--- src/logic/foc_override_pkg.sv ---
// Register map, field layout and constants of the loop override bank
package foc_override_pkg;

	// ----------------------------------------------------------------
	// Register indices (byte address is four times the index)
	// ----------------------------------------------------------------
	localparam logic [9:0]  DBG_CTRL_IDX   = 10'h0ee;
	localparam logic [9:0]  GAIN_RB_IDX    = 10'h0f0;
	localparam logic [9:0]  MEAS_STAT_IDX  = 10'h0f4;

	// ----------------------------------------------------------------
	// Debug control word fields
	// ----------------------------------------------------------------
	localparam int          BYPASS_BIT     = 26;
	localparam int          VD_LSB         = 16;
	localparam int          VQ_LSB         = 6;
	localparam int          START_BIT      = 5;
	localparam int          RES_BIT        = 4;
	localparam int          IND_BIT        = 3;
	localparam int          KE_BIT         = 2;
	localparam int          MECH_BIT       = 1;
	localparam int          SHADOW_BIT     = 0;
	localparam int          VCODE_W        = 10;
	// Stored bits: reserved and self-clearing command bits drop out
	localparam logic [31:0] CTRL_KEEP_MASK = 32'h07ffffde;
	localparam logic [31:0] DBG_CTRL_RST   = 32'h00000000;

	// ----------------------------------------------------------------
	// Forced voltage code encoding
	// ----------------------------------------------------------------
	localparam logic [9:0]  VCODE_FULL     = 10'h1f4;
	localparam logic [9:0]  VCODE_NEG      = 10'h200;

	// ----------------------------------------------------------------
	// Gain readback and measurement status fields
	// ----------------------------------------------------------------
	localparam int          KP_LSB         = 22;
	localparam int          KI_LSB         = 12;
	localparam int          GAIN_W         = 10;
	localparam logic [31:0] GAIN_RB_RST    = 32'h00000000;
	localparam int          STAT_BUSY_BIT  = 0;
	localparam int          STAT_DONE_BIT  = 1;
	localparam int          STAT_BAD_BIT   = 2;

endpackage : foc_override_pkg

--- src/logic/foc_loop_override_regs.sv ---
// Loop override, measurement control and gain readback register bank
//
// Chosen here: the Wishbone interface to the registers.
module foc_loop_override_regs
#(
	parameter int VREF_W = 11
)
(
	// Clock and reset
	input  wire logic                     mclk,
	input  wire logic                     rst,
	// Wishbone classic slave
	input  wire logic                     wb_cyc_i,
	input  wire logic                     wb_stb_i,
	input  wire logic                     wb_we_i,
	input  wire logic [11:0]              wb_adr_i,
	input  wire logic [3:0]               wb_sel_i,
	input  wire logic [31:0]              wb_dat_i,
	output logic      [31:0]              wb_dat_o,
	output logic                          wb_ack_o,
	// Loop override to the control algorithm
	output logic                          inner_loop_bypass,
	output logic signed [VREF_W-1:0]      direct_axis_voltage_ref,
	output logic signed [VREF_W-1:0]      quad_axis_voltage_ref,
	// Measurement routine control
	output logic                          param_measure_start,
	output logic                          measure_resistance_en,
	output logic                          measure_inductance_en,
	output logic                          measure_backemf_const_en,
	output logic                          measure_mechanical_en,
	output logic                          store_measured_to_shadow,
	input  wire logic                     measure_busy,
	input  wire logic                     measure_done,
	// Gains in use by the current loop
	input  wire logic [foc_override_pkg::GAIN_W-1:0] inner_loop_prop_gain,
	input  wire logic [foc_override_pkg::GAIN_W-1:0] inner_loop_integral_gain
);
	import foc_override_pkg::*;

	// ----------------------------------------------------------------
	// Elaboration checks
	// ----------------------------------------------------------------
	// Gain fields must tile bits 31-12 exactly
	if (VREF_W < VCODE_W + 1 || KI_LSB + GAIN_W != KP_LSB ||
		KP_LSB + GAIN_W != 32)
	begin : g_chk
		$error("foc_loop_override_regs: unsupported widths");
	end

	// ----------------------------------------------------------------
	// Bus decode
	// ----------------------------------------------------------------
	logic [9:0]  idx;
	logic        req;
	logic        wr_fire;
	logic        hit_ctrl;
	logic        hit_gain;
	logic        hit_stat;
	logic [31:0] ctrl_q;
	logic [31:0] ctrl_d;
	logic [31:0] rdata_d;
	logic        done_flag;
	logic        bad_flag;
	logic        vd_bad;
	logic        vq_bad;
	logic [VCODE_W-1:0] vd_code;
	logic [VCODE_W-1:0] vq_code;

	// New request is one not yet answered
	assign idx      = wb_adr_i[11:2];
	assign req      = wb_cyc_i & wb_stb_i & ~wb_ack_o;
	assign hit_ctrl = (idx == DBG_CTRL_IDX);
	assign hit_gain = (idx == GAIN_RB_IDX);
	assign hit_stat = (idx == MEAS_STAT_IDX);
	// Writes land on the edge where the master samples the ack
	assign wr_fire  = wb_cyc_i & wb_stb_i & wb_we_i & wb_ack_o;
	assign vd_code  = ctrl_q[VD_LSB +: VCODE_W];
	assign vq_code  = ctrl_q[VQ_LSB +: VCODE_W];

	// ----------------------------------------------------------------
	// Acknowledge
	// ----------------------------------------------------------------
	// One wait state, every address answers, unmapped ones with zero
	always_ff @(posedge mclk)
	begin
		if (rst)
			wb_ack_o <= 1'b0;
		else
			wb_ack_o <= wb_cyc_i & wb_stb_i & ~wb_ack_o;
	end

	// ----------------------------------------------------------------
	// Read data
	// ----------------------------------------------------------------
	// Control word is write-only, so it reads back as zero
	always_comb
	begin
		rdata_d = '0;
		if (hit_gain)
		begin
			rdata_d[KP_LSB +: GAIN_W] = inner_loop_prop_gain;
			// Integral gain, reserved low bits zero
			rdata_d[KI_LSB +: GAIN_W] = inner_loop_integral_gain;
		end
		else if (hit_stat)
		begin
			rdata_d[STAT_BUSY_BIT] = measure_busy;
			rdata_d[STAT_DONE_BIT] = done_flag;
			rdata_d[STAT_BAD_BIT]  = bad_flag;
		end
	end

	// Captured with the ack so it stands while ack is high
	always_ff @(posedge mclk)
	begin
		if (rst)
			wb_dat_o <= GAIN_RB_RST;
		else if (req && !wb_we_i)
			wb_dat_o <= rdata_d;
	end

	// ----------------------------------------------------------------
	// Debug control word
	// ----------------------------------------------------------------
	// Byte lanes merge, then reserved and command bits are dropped
	always_comb
	begin
		ctrl_d = ctrl_q;
		for (int b = 0; b < 4; b++)
		begin
			if (wb_sel_i[b])
				ctrl_d[8*b +: 8] = wb_dat_i[8*b +: 8];
		end
		ctrl_d = ctrl_d & CTRL_KEEP_MASK;
	end

	// Held fields of the control word
	always_ff @(posedge mclk)
	begin
		if (rst)
			ctrl_q <= DBG_CTRL_RST;
		else if (wr_fire && hit_ctrl)
			ctrl_q <= ctrl_d;
	end

	assign inner_loop_bypass = ctrl_q[BYPASS_BIT];
	assign measure_resistance_en = ctrl_q[RES_BIT];
	assign measure_inductance_en = ctrl_q[IND_BIT];
	assign measure_backemf_const_en = ctrl_q[KE_BIT];
	assign measure_mechanical_en = ctrl_q[MECH_BIT];

	// ----------------------------------------------------------------
	// Command pulses
	// ----------------------------------------------------------------
	// One-cycle strobes; writing zero has no effect
	always_ff @(posedge mclk)
	begin
		if (rst)
		begin
			param_measure_start      <= 1'b0;
			store_measured_to_shadow <= 1'b0;
		end
		else
		begin
			// Launch measurement on a written one
			param_measure_start <= wr_fire & hit_ctrl & wb_sel_i[0] &
				wb_dat_i[START_BIT];
			store_measured_to_shadow <= wr_fire & hit_ctrl &
				wb_sel_i[0] & wb_dat_i[SHADOW_BIT];
		end
	end

	// ----------------------------------------------------------------
	// Forced voltage references
	// ----------------------------------------------------------------
	// Direct-axis reference from forced field
	volt_code_decode #(
		.CODE_W (VCODE_W),
		.REF_W  (VREF_W)
	) u_vd (
		.mclk  (mclk),
		.rst   (rst),
		.en    (inner_loop_bypass),
		.code  (vd_code),
		.ref_q (direct_axis_voltage_ref),
		.bad_q (vd_bad)
	);

	volt_code_decode #(
		.CODE_W (VCODE_W),
		.REF_W  (VREF_W)
	) u_vq (
		.mclk  (mclk),
		.rst   (rst),
		.en    (inner_loop_bypass),
		.code  (vq_code),
		.ref_q (quad_axis_voltage_ref),
		.bad_q (vq_bad)
	);

	// ----------------------------------------------------------------
	// Measurement status flags
	// ----------------------------------------------------------------
	// Completion of the routine, cleared by writing one
	sticky_flag u_done (
		.mclk   (mclk),
		.rst    (rst),
		.set    (measure_done),
		.clr    (wr_fire & hit_stat & wb_sel_i[0] &
			wb_dat_i[STAT_DONE_BIT]),
		.flag_q (done_flag)
	);

	// Gap code seen; re-sets while the code stays
	sticky_flag u_bad (
		.mclk   (mclk),
		.rst    (rst),
		.set    (vd_bad | vq_bad),
		.clr    (wr_fire & hit_stat & wb_sel_i[0] &
			wb_dat_i[STAT_BAD_BIT]),
		.flag_q (bad_flag)
	);
endmodule : foc_loop_override_regs

--- src/logic/sticky_flag.sv ---
// Sticky event flag with write-one-to-clear, set winning over clear
module sticky_flag
(
	// Clock and reset
	input  wire logic mclk,
	input  wire logic rst,
	// Event and clear
	input  wire logic set,
	input  wire logic clr,
	// Flag
	output logic      flag_q
);

	// Set dominates so an event in the clear cycle is kept
	always_ff @(posedge mclk)
	begin
		if (rst)
			flag_q <= 1'b0;
		else
			flag_q <= set | (flag_q & ~clr);
	end

endmodule : sticky_flag

--- src/logic/volt_code_decode.sv ---
// Forced voltage code to signed reference in units of 1/500
module volt_code_decode
	import foc_override_pkg::*;
#(
	parameter int CODE_W = 10,
	parameter int REF_W  = 11
)
(
	// Clock and reset
	input  wire logic                    mclk,
	input  wire logic                    rst,
	// Code in
	input  wire logic                    en,
	input  wire logic [CODE_W-1:0]       code,
	// Reference out
	output logic signed [REF_W-1:0]      ref_q,
	output logic                         bad_q
);

	// Encoding constants are fixed at ten bits
	if (CODE_W != VCODE_W || REF_W < CODE_W + 1)
	begin : g_chk
		$error("volt_code_decode: unsupported widths");
	end

	logic signed [REF_W-1:0] ref_d;
	logic                    gap;

	// Positive codes pass, codes above the base negate, gap gives zero
	always_comb
	begin
		gap = (code > VCODE_FULL) && (code < VCODE_NEG);
		if (!en || gap)
			ref_d = '0;
		else if (code <= VCODE_FULL)
			ref_d = REF_W'(code);
		else
			ref_d = REF_W'(0) - REF_W'(code - VCODE_NEG);
	end

	// Registered so the block outputs come straight from flops
	always_ff @(posedge mclk)
	begin
		if (rst)
		begin
			ref_q <= '0;
			bad_q <= 1'b0;
		end
		else
		begin
			ref_q <= ref_d;
			bad_q <= gap;
		end
	end

endmodule : volt_code_decode

--- config.mk ---
export PLATFORM = sky130hd
export DESIGN_NAME = foc_loop_override_regs
export DESIGN_NICKNAME = d
export VERILOG_FILES = /design/src/logic/foc_override_pkg.sv /design/src/logic/foc_loop_override_regs.sv /design/src/logic/sticky_flag.sv /design/src/logic/volt_code_decode.sv
export SDC_FILE = /design/constraint.sdc
export NUM_CORES = 1
export LEC_CHECK = 0
export ABC_AREA = 1
export BUFFER_PORTS_ARGS = -buffer_cell sky130_fd_sc_hd__buf_2
export CORE_UTILIZATION = 40
export DETAILED_ROUTE_END_ITERATION = 16
export HOLD_SLACK_MARGIN = 0.12
export PLACE_DENSITY_LB_ADDON = 0.2
export SLEW_MARGIN = 0
export SYNTH_ARGS = -nofsm -noshare
export SYNTH_HDL_FRONTEND = slang
export SYNTH_SLANG_ARGS = --single-unit
--- constraint.sdc ---
create_clock -name mclk -period 1.65 [get_ports mclk]
set_clock_uncertainty 0.15 [all_clocks]
set_input_delay 0.0825 -clock mclk [delete_from_list [all_inputs] [get_ports mclk]]
set_output_delay 0.0825 -clock mclk [all_outputs]
set_load 0.01 [all_outputs]
# [After elaboration in Yosys (flattened, before gate mapping)]
# Index checks and enable logic that the tools add are counted.
[classes] magnitude_cmp=6 bitwise=20 n_reduce_logical=16 mux=5 n_addsub=4 n_eq_ne=3
[ops] operator="$eq 10x8->1 const B" n=3
[ops] operator="$sub 1x11->11 const A" n=2
[ops] operator="$sub 10x10->11 const B" n=2
[ops] operator="$gt 10x9->1 const B" n=2
[ops] operator="$le 10x9->1 const B" n=2
[ops] operator="$lt 10x10->1 const B" n=2
[ops] operator="$mux 10" n=2
[ops] operator="$mux 20" n=1
[ops] operator="$and 1x1->1" n=14
[ops] operator="$reduce_and 2->1" n=4
[ops] operator="$mux 3" n=2
[ops] operator="$reduce_or 3->1" n=2
[ops] operator="$logic_and 1x1->1" n=4
[ops] operator="$reduce_or 2->1" n=2
[ops] operator="$not 1->1" n=3
[ops] operator="$or 1x1->1" n=3
[ops] operator="$logic_not 1->1" n=2
[ops] operator="$logic_or 1x1->1" n=2
[totals] output_inout_bits=62 reg_bits=77 input_bits=75

# [Depth between registers and ports, before layout]
[logic_depth] ltp_word=9 mapped_depth=10 depth_no_buf=9

# [Modules after synthesis]
# A second synthesis with hierarchy kept.
[hier_totals] hier_cells=499 hier_area_um2=3599.7
[by_module_without_submodules] module="foc_loop_override_regs" instances=1 cells_per_inst=321 area_each_um2=2351.0 seq_area_each_um2=1021.0
[by_module_without_submodules] module="volt_code_decode" instances=2 cells_per_inst=84 area_each_um2=584.3 seq_area_each_um2=240.2
[by_module_without_submodules] module="sticky_flag" instances=2 cells_per_inst=5 area_each_um2=40.0 seq_area_each_um2=20.0

# [Worst setup path after synthesis]
# OpenSTA, ideal clock, no wires.
[synth_path] path_type="register -> register" from="register wb_ack_o" to="register ctrl_q[10]" slack_ps=201 setup_ps=113 n_path_buf=1 arrival_ps=1187 path_stages_with_launch=7 cell_sequence="dfxtp_1 -> nand4_2 -> nor2_4 -> nand3_4 -> buf_6 -> nor2_1 -> nor2_1"
[synth_between] elab_chain_len=3
[synth_lines] item="start: declaration" line_no="foc_loop_override_regs.sv:20" rtl="output logic wb_ack_o,"
[synth_lines] item="start signal: assignment" line_no="foc_loop_override_regs.sv:89" rtl="wb_ack_o <= wb_cyc_i & wb_stb_i & ~wb_ack_o;"
[synth_lines] item="$and 1x1->1" line_no="foc_loop_override_regs.sv:76" rtl="assign wr_fire = wb_cyc_i & wb_stb_i & wb_we_i & wb_ack_o;"
[synth_lines] item="$logic_and 1x1->1" line_no="foc_loop_override_regs.sv:142" rtl="else if (wr_fire && hit_ctrl)"
[synth_lines] item="$reduce_and 2->1 (no line)"
[synth_lines] item="end signal: assignment" line_no="foc_loop_override_regs.sv:143" rtl="ctrl_q <= ctrl_d;"
[synth_lines] item="end: declaration" line_no="foc_loop_override_regs.sv:59" rtl="logic [31:0] ctrl_q;"
# No other way between the ends.
# A chain may end at the register's enable or synchronous reset.

# [Final worst setup path]
[layout_path] from="register ctrl_q[16]" to="register u_vd.ref_q[8]"
[layout_between] elab_chain_len=4
[layout_lines] item="parallel branches: the longest is 4 deep, another holds $sub 10x10->11"
[layout_lines] item="end signal: assignment" line_no="volt_code_decode.sv:51" rtl="ref_q <= ref_d;"
[layout_lines] item="end: declaration" line_no="volt_code_decode.sv:16" rtl="output logic signed [REF_W-1:0] ref_q,"
# Several ways; the timed one is not identified.

==> flow_metrics.py <==
metrics = {
    "floorplanning": {
        "core_area_um2": 8217,
        "die_x_um": 94,
        "dieArea_um2": 8836,
        "io_pins": 137,
        "start_util": 0.4121,
        "die_h_um": 94,
        "rows": 33,
    },
    "clock_tree": {
        "clock_latency_ns": 0.34,
        "h-tree-depth": 3,
        "root_buffer": "clkbuf_8",
        "cts_tree": "built",
        "cts_buffers": 9,
        "path_clk_slew_ns": 0.08,
        "cts.sinks": 77,
        "cts_buffer_depth": 2,
    },
    "place": {
        "post-dp-hpwl_um": 5793,
        "portBuffers": 120,
        "routabilityCongestion": 0.8097,
    },
    "setup_path": {
        "start_kind": "flop",
        "reg2reg_from": "ctrl_q[16]",
        "crit_fanout": 3,
        "rr_endpoint": "u_vd.ref_q[8]",
        "rrSetupSlack_ns": 0.07,
        "arrival_ns": 1.67,
        "path_class": "reg -> reg",
        "cp.required_ns": 1.74,
        "ff2ff_path_depth": 8,
        "cp-end-kind": "flop",
    },
    "timing": {
        "hold_viol": 0,
        "maxSlewViolCount": 0,
        "period_share": 0.9602,
        "setup-violations-final": 0,
        "fin_worst_hold_slack_ns": 0.2597,
        "post-route-min-period_ns": 1.584,
        "fmax_ghz": 0.6312,
    },
    "synthesis": {
        "syn_inst": 472,
        "synth_cell_types": 26,
        "syn_area_um2": 3386,
        "yosysWarnings": 0,
        "ys_seq_area_frac": 0.4553,
        "yosys_register_bits": 77,
        "syn_area_per_cell_um2": 7.173,
    },
    "finish": {
        "fin_nets": 765,
        "synthToLayoutAreaGrowth_pct": 55.43,
        "diodes": 0,
        "utilization": 0.6405,
        "drive_above_1_share": 0.2482,
    },
    "grt": {
        "grt_pass1_vias": 3490,
        "grt_use_total": 0.2343,
        "antenna_found_initial": 0,
        "grt_first_pass_wirelength_um": 16190,
        "globalRouteOverflowTotal": 0,
        "grt_max_degree": 47,
    },
    "hold_path": {
        "min-delay-start": "wb_adr_i[2]",
        "hold_depth": 7,
        "hold_class": "in -> reg",
        "min_to": "param_measure_start",
    },
    "job": {
        "max-cap-violations": 0,
    },
    "detailed_routing": {
        "routed_wl_um": 10190,
        "initialDrtViolationCount": 188,
        "routed_via_density": 4.718,
        "drtAntennaViolNets": 0,
        "vias": 3765,
        "drcViolationCount": 0,
        "wire_per_inst_um": 12.77,
        "dr.pass1.iters": 4,
    },
    "power_and_ir_drop": {
        "power.switching_mw": 0.8537,
        "p_per_area_nw_per_um2": 700.4,
        "sw_frac_of_total": 0.2316,
        "seq_power_share": 0.516,
        "comb_power_share": 0.104,
        "p_leak_nw": 2.515,
        "ir_drop_uv": 432.2,
        "power_frac_clock": 0.381,
        "p_int_mw": 2.832,
    },
    "outcome": {
        "outcome": "completed",
    },
}
-- area by class of cell --
cell class	instances	area, µm²
fill	719	2954
clock inverter	4	47.55
multi-input combinational	336	1605
inverter	40	150.1
clock buffer	12	145.1
tap	105	131.4
timing repair buffer	224	1639
sequential	77	1544
-- per-stage QoR --
stage | instance area, µm² | setup slack (ns) | setup TNS (ns) | cells | power, mW
after floorplan | 3416 | 0.2007 | 0 | 480 | 2.059
after detailed placement | 4075 | 0.001495 | 0 | 690 | 2.186
after global placement | 4075 | 0.05483 | 0 | 690 | 2.181
after CTS | 5154 | 0.03205 | 0 | 794 | 3.712
after global routing | 5263 | -0.05465 | -0.09884 | 798 | 3.836
final | 5263 | 0.06562 | 0 | 798 | 3.686
-- cell usage in the layout, fill, tap and decap left out, drive strengths merged, types with 7 or more instances in the layout --
cell	count
dfxtp	77
nand2	101
buf	136
inv	40
clkbuf	12
nor3	7
nand3	25
a21oi	34
conb	9
nand4	26
nor2	106
dlygate4sd3	88
o21ai	23
-- power groups by stage --
stage	Clock [mW]	Sequential, mW	Combinational, mW
after floorplan	0	1.96	0.102
after global placement	0	1.94	0.239
after detailed placement	0	1.94	0.244
after CTS	1.45	1.90	0.364
after global routing	1.52	1.90	0.410
final	1.40	1.90	0.383
-- critical path: stages, from the launching register on --
cell and delay (ns):
dfxtp_1 0.32, inv_1 0.09, ha_1 0.19, buf_4 0.12, nand2_1 0.08, nor2_1 0.19
nand3_2 0.12, a21oi_1 0.17, nor2_1 0.06
-- Yosys cell counts (all sizes together) --
| library cell | number | area, µm² |
|---|---|---|
| a21oi | 34 | 170.2 |
| nand3b | 1 | 7.510 |
| nand2 | 100 | 375.4 |
| ha | 2 | 25.02 |
| nor3 | 7 | 46.30 |
| inv | 40 | 150.1 |
| conb | 1 | 3.750 |
| clkbuf | 11 | 52.54 |
| nor2 | 106 | 417.9 |
| dfxtp | 77 | 1541 |
| buf | 18 | 142.6 |
| o21ai | 23 | 115.1 |
| a31oi | 1 | 6.260 |
| nand4 | 26 | 168.9 |
| nand3 | 24 | 155.1 |
| nor3b | 1 | 7.510 |
-- logic make-up after synthesis --
| logic type | share of synthesized area |
|---|---|
| other cells | 0.001108 |
| buf+inv | 0.1020 |
| compound gates | 0.08611 |
| simple gates | 0.3481 |
| flops | 0.4553 |
| fa+ha+maj | 0.007390 |
-- repair_timing --
action	in CTS	in global routing
hold buffers	88	0
buffers inserted	0	2
hold endpoints to repair	55	0
gates cloned	0	2
resized for setup	2	12
setup endpoints to repair	4	30
pin swaps	0	6
-- registers in the layout, indices dropped and copies added, names as in the netlist, 11 cells and up --
| register | count |
|---|---|
| ctrl_q | 25 |
| wb_dat_o | 23 |
| u_vd.ref_q | 11 |
| u_vq.ref_q | 11 |
-- metal layers --
layer / track usage / up-vias / wire, µm
li1: - / 1934 / -
met1: 0.2771 / 1674 / 4237
met2: 0.4112 / 141 / 5158
met3: 0.05583 / 16 / 638
met4: 0.08205 / 0 / 153
met5: 0 / - / 0
-- how the worst max path moves through the flow --
| stage | start | endpoint | slack [ns] |
|---|---|---|---|
| after detailed placement | ctrl_q[16] | u_vd.ref_q[6] | 0.001 |
| final | ctrl_q[16] | u_vd.ref_q[8] | 0.07 |
| after floorplan | wb_ack_o | ctrl_q[10] | 0.20 |
| after global placement | ctrl_q[16] | u_vd.ref_q[6] | 0.05 |
| after CTS | wb_adr_i[11] | ctrl_q[1] | 0.03 |
| after global routing | ctrl_q[16] | u_vd.ref_q[8] | -0.05 |
Note: power is estimated with default switching activity, not from simulation.
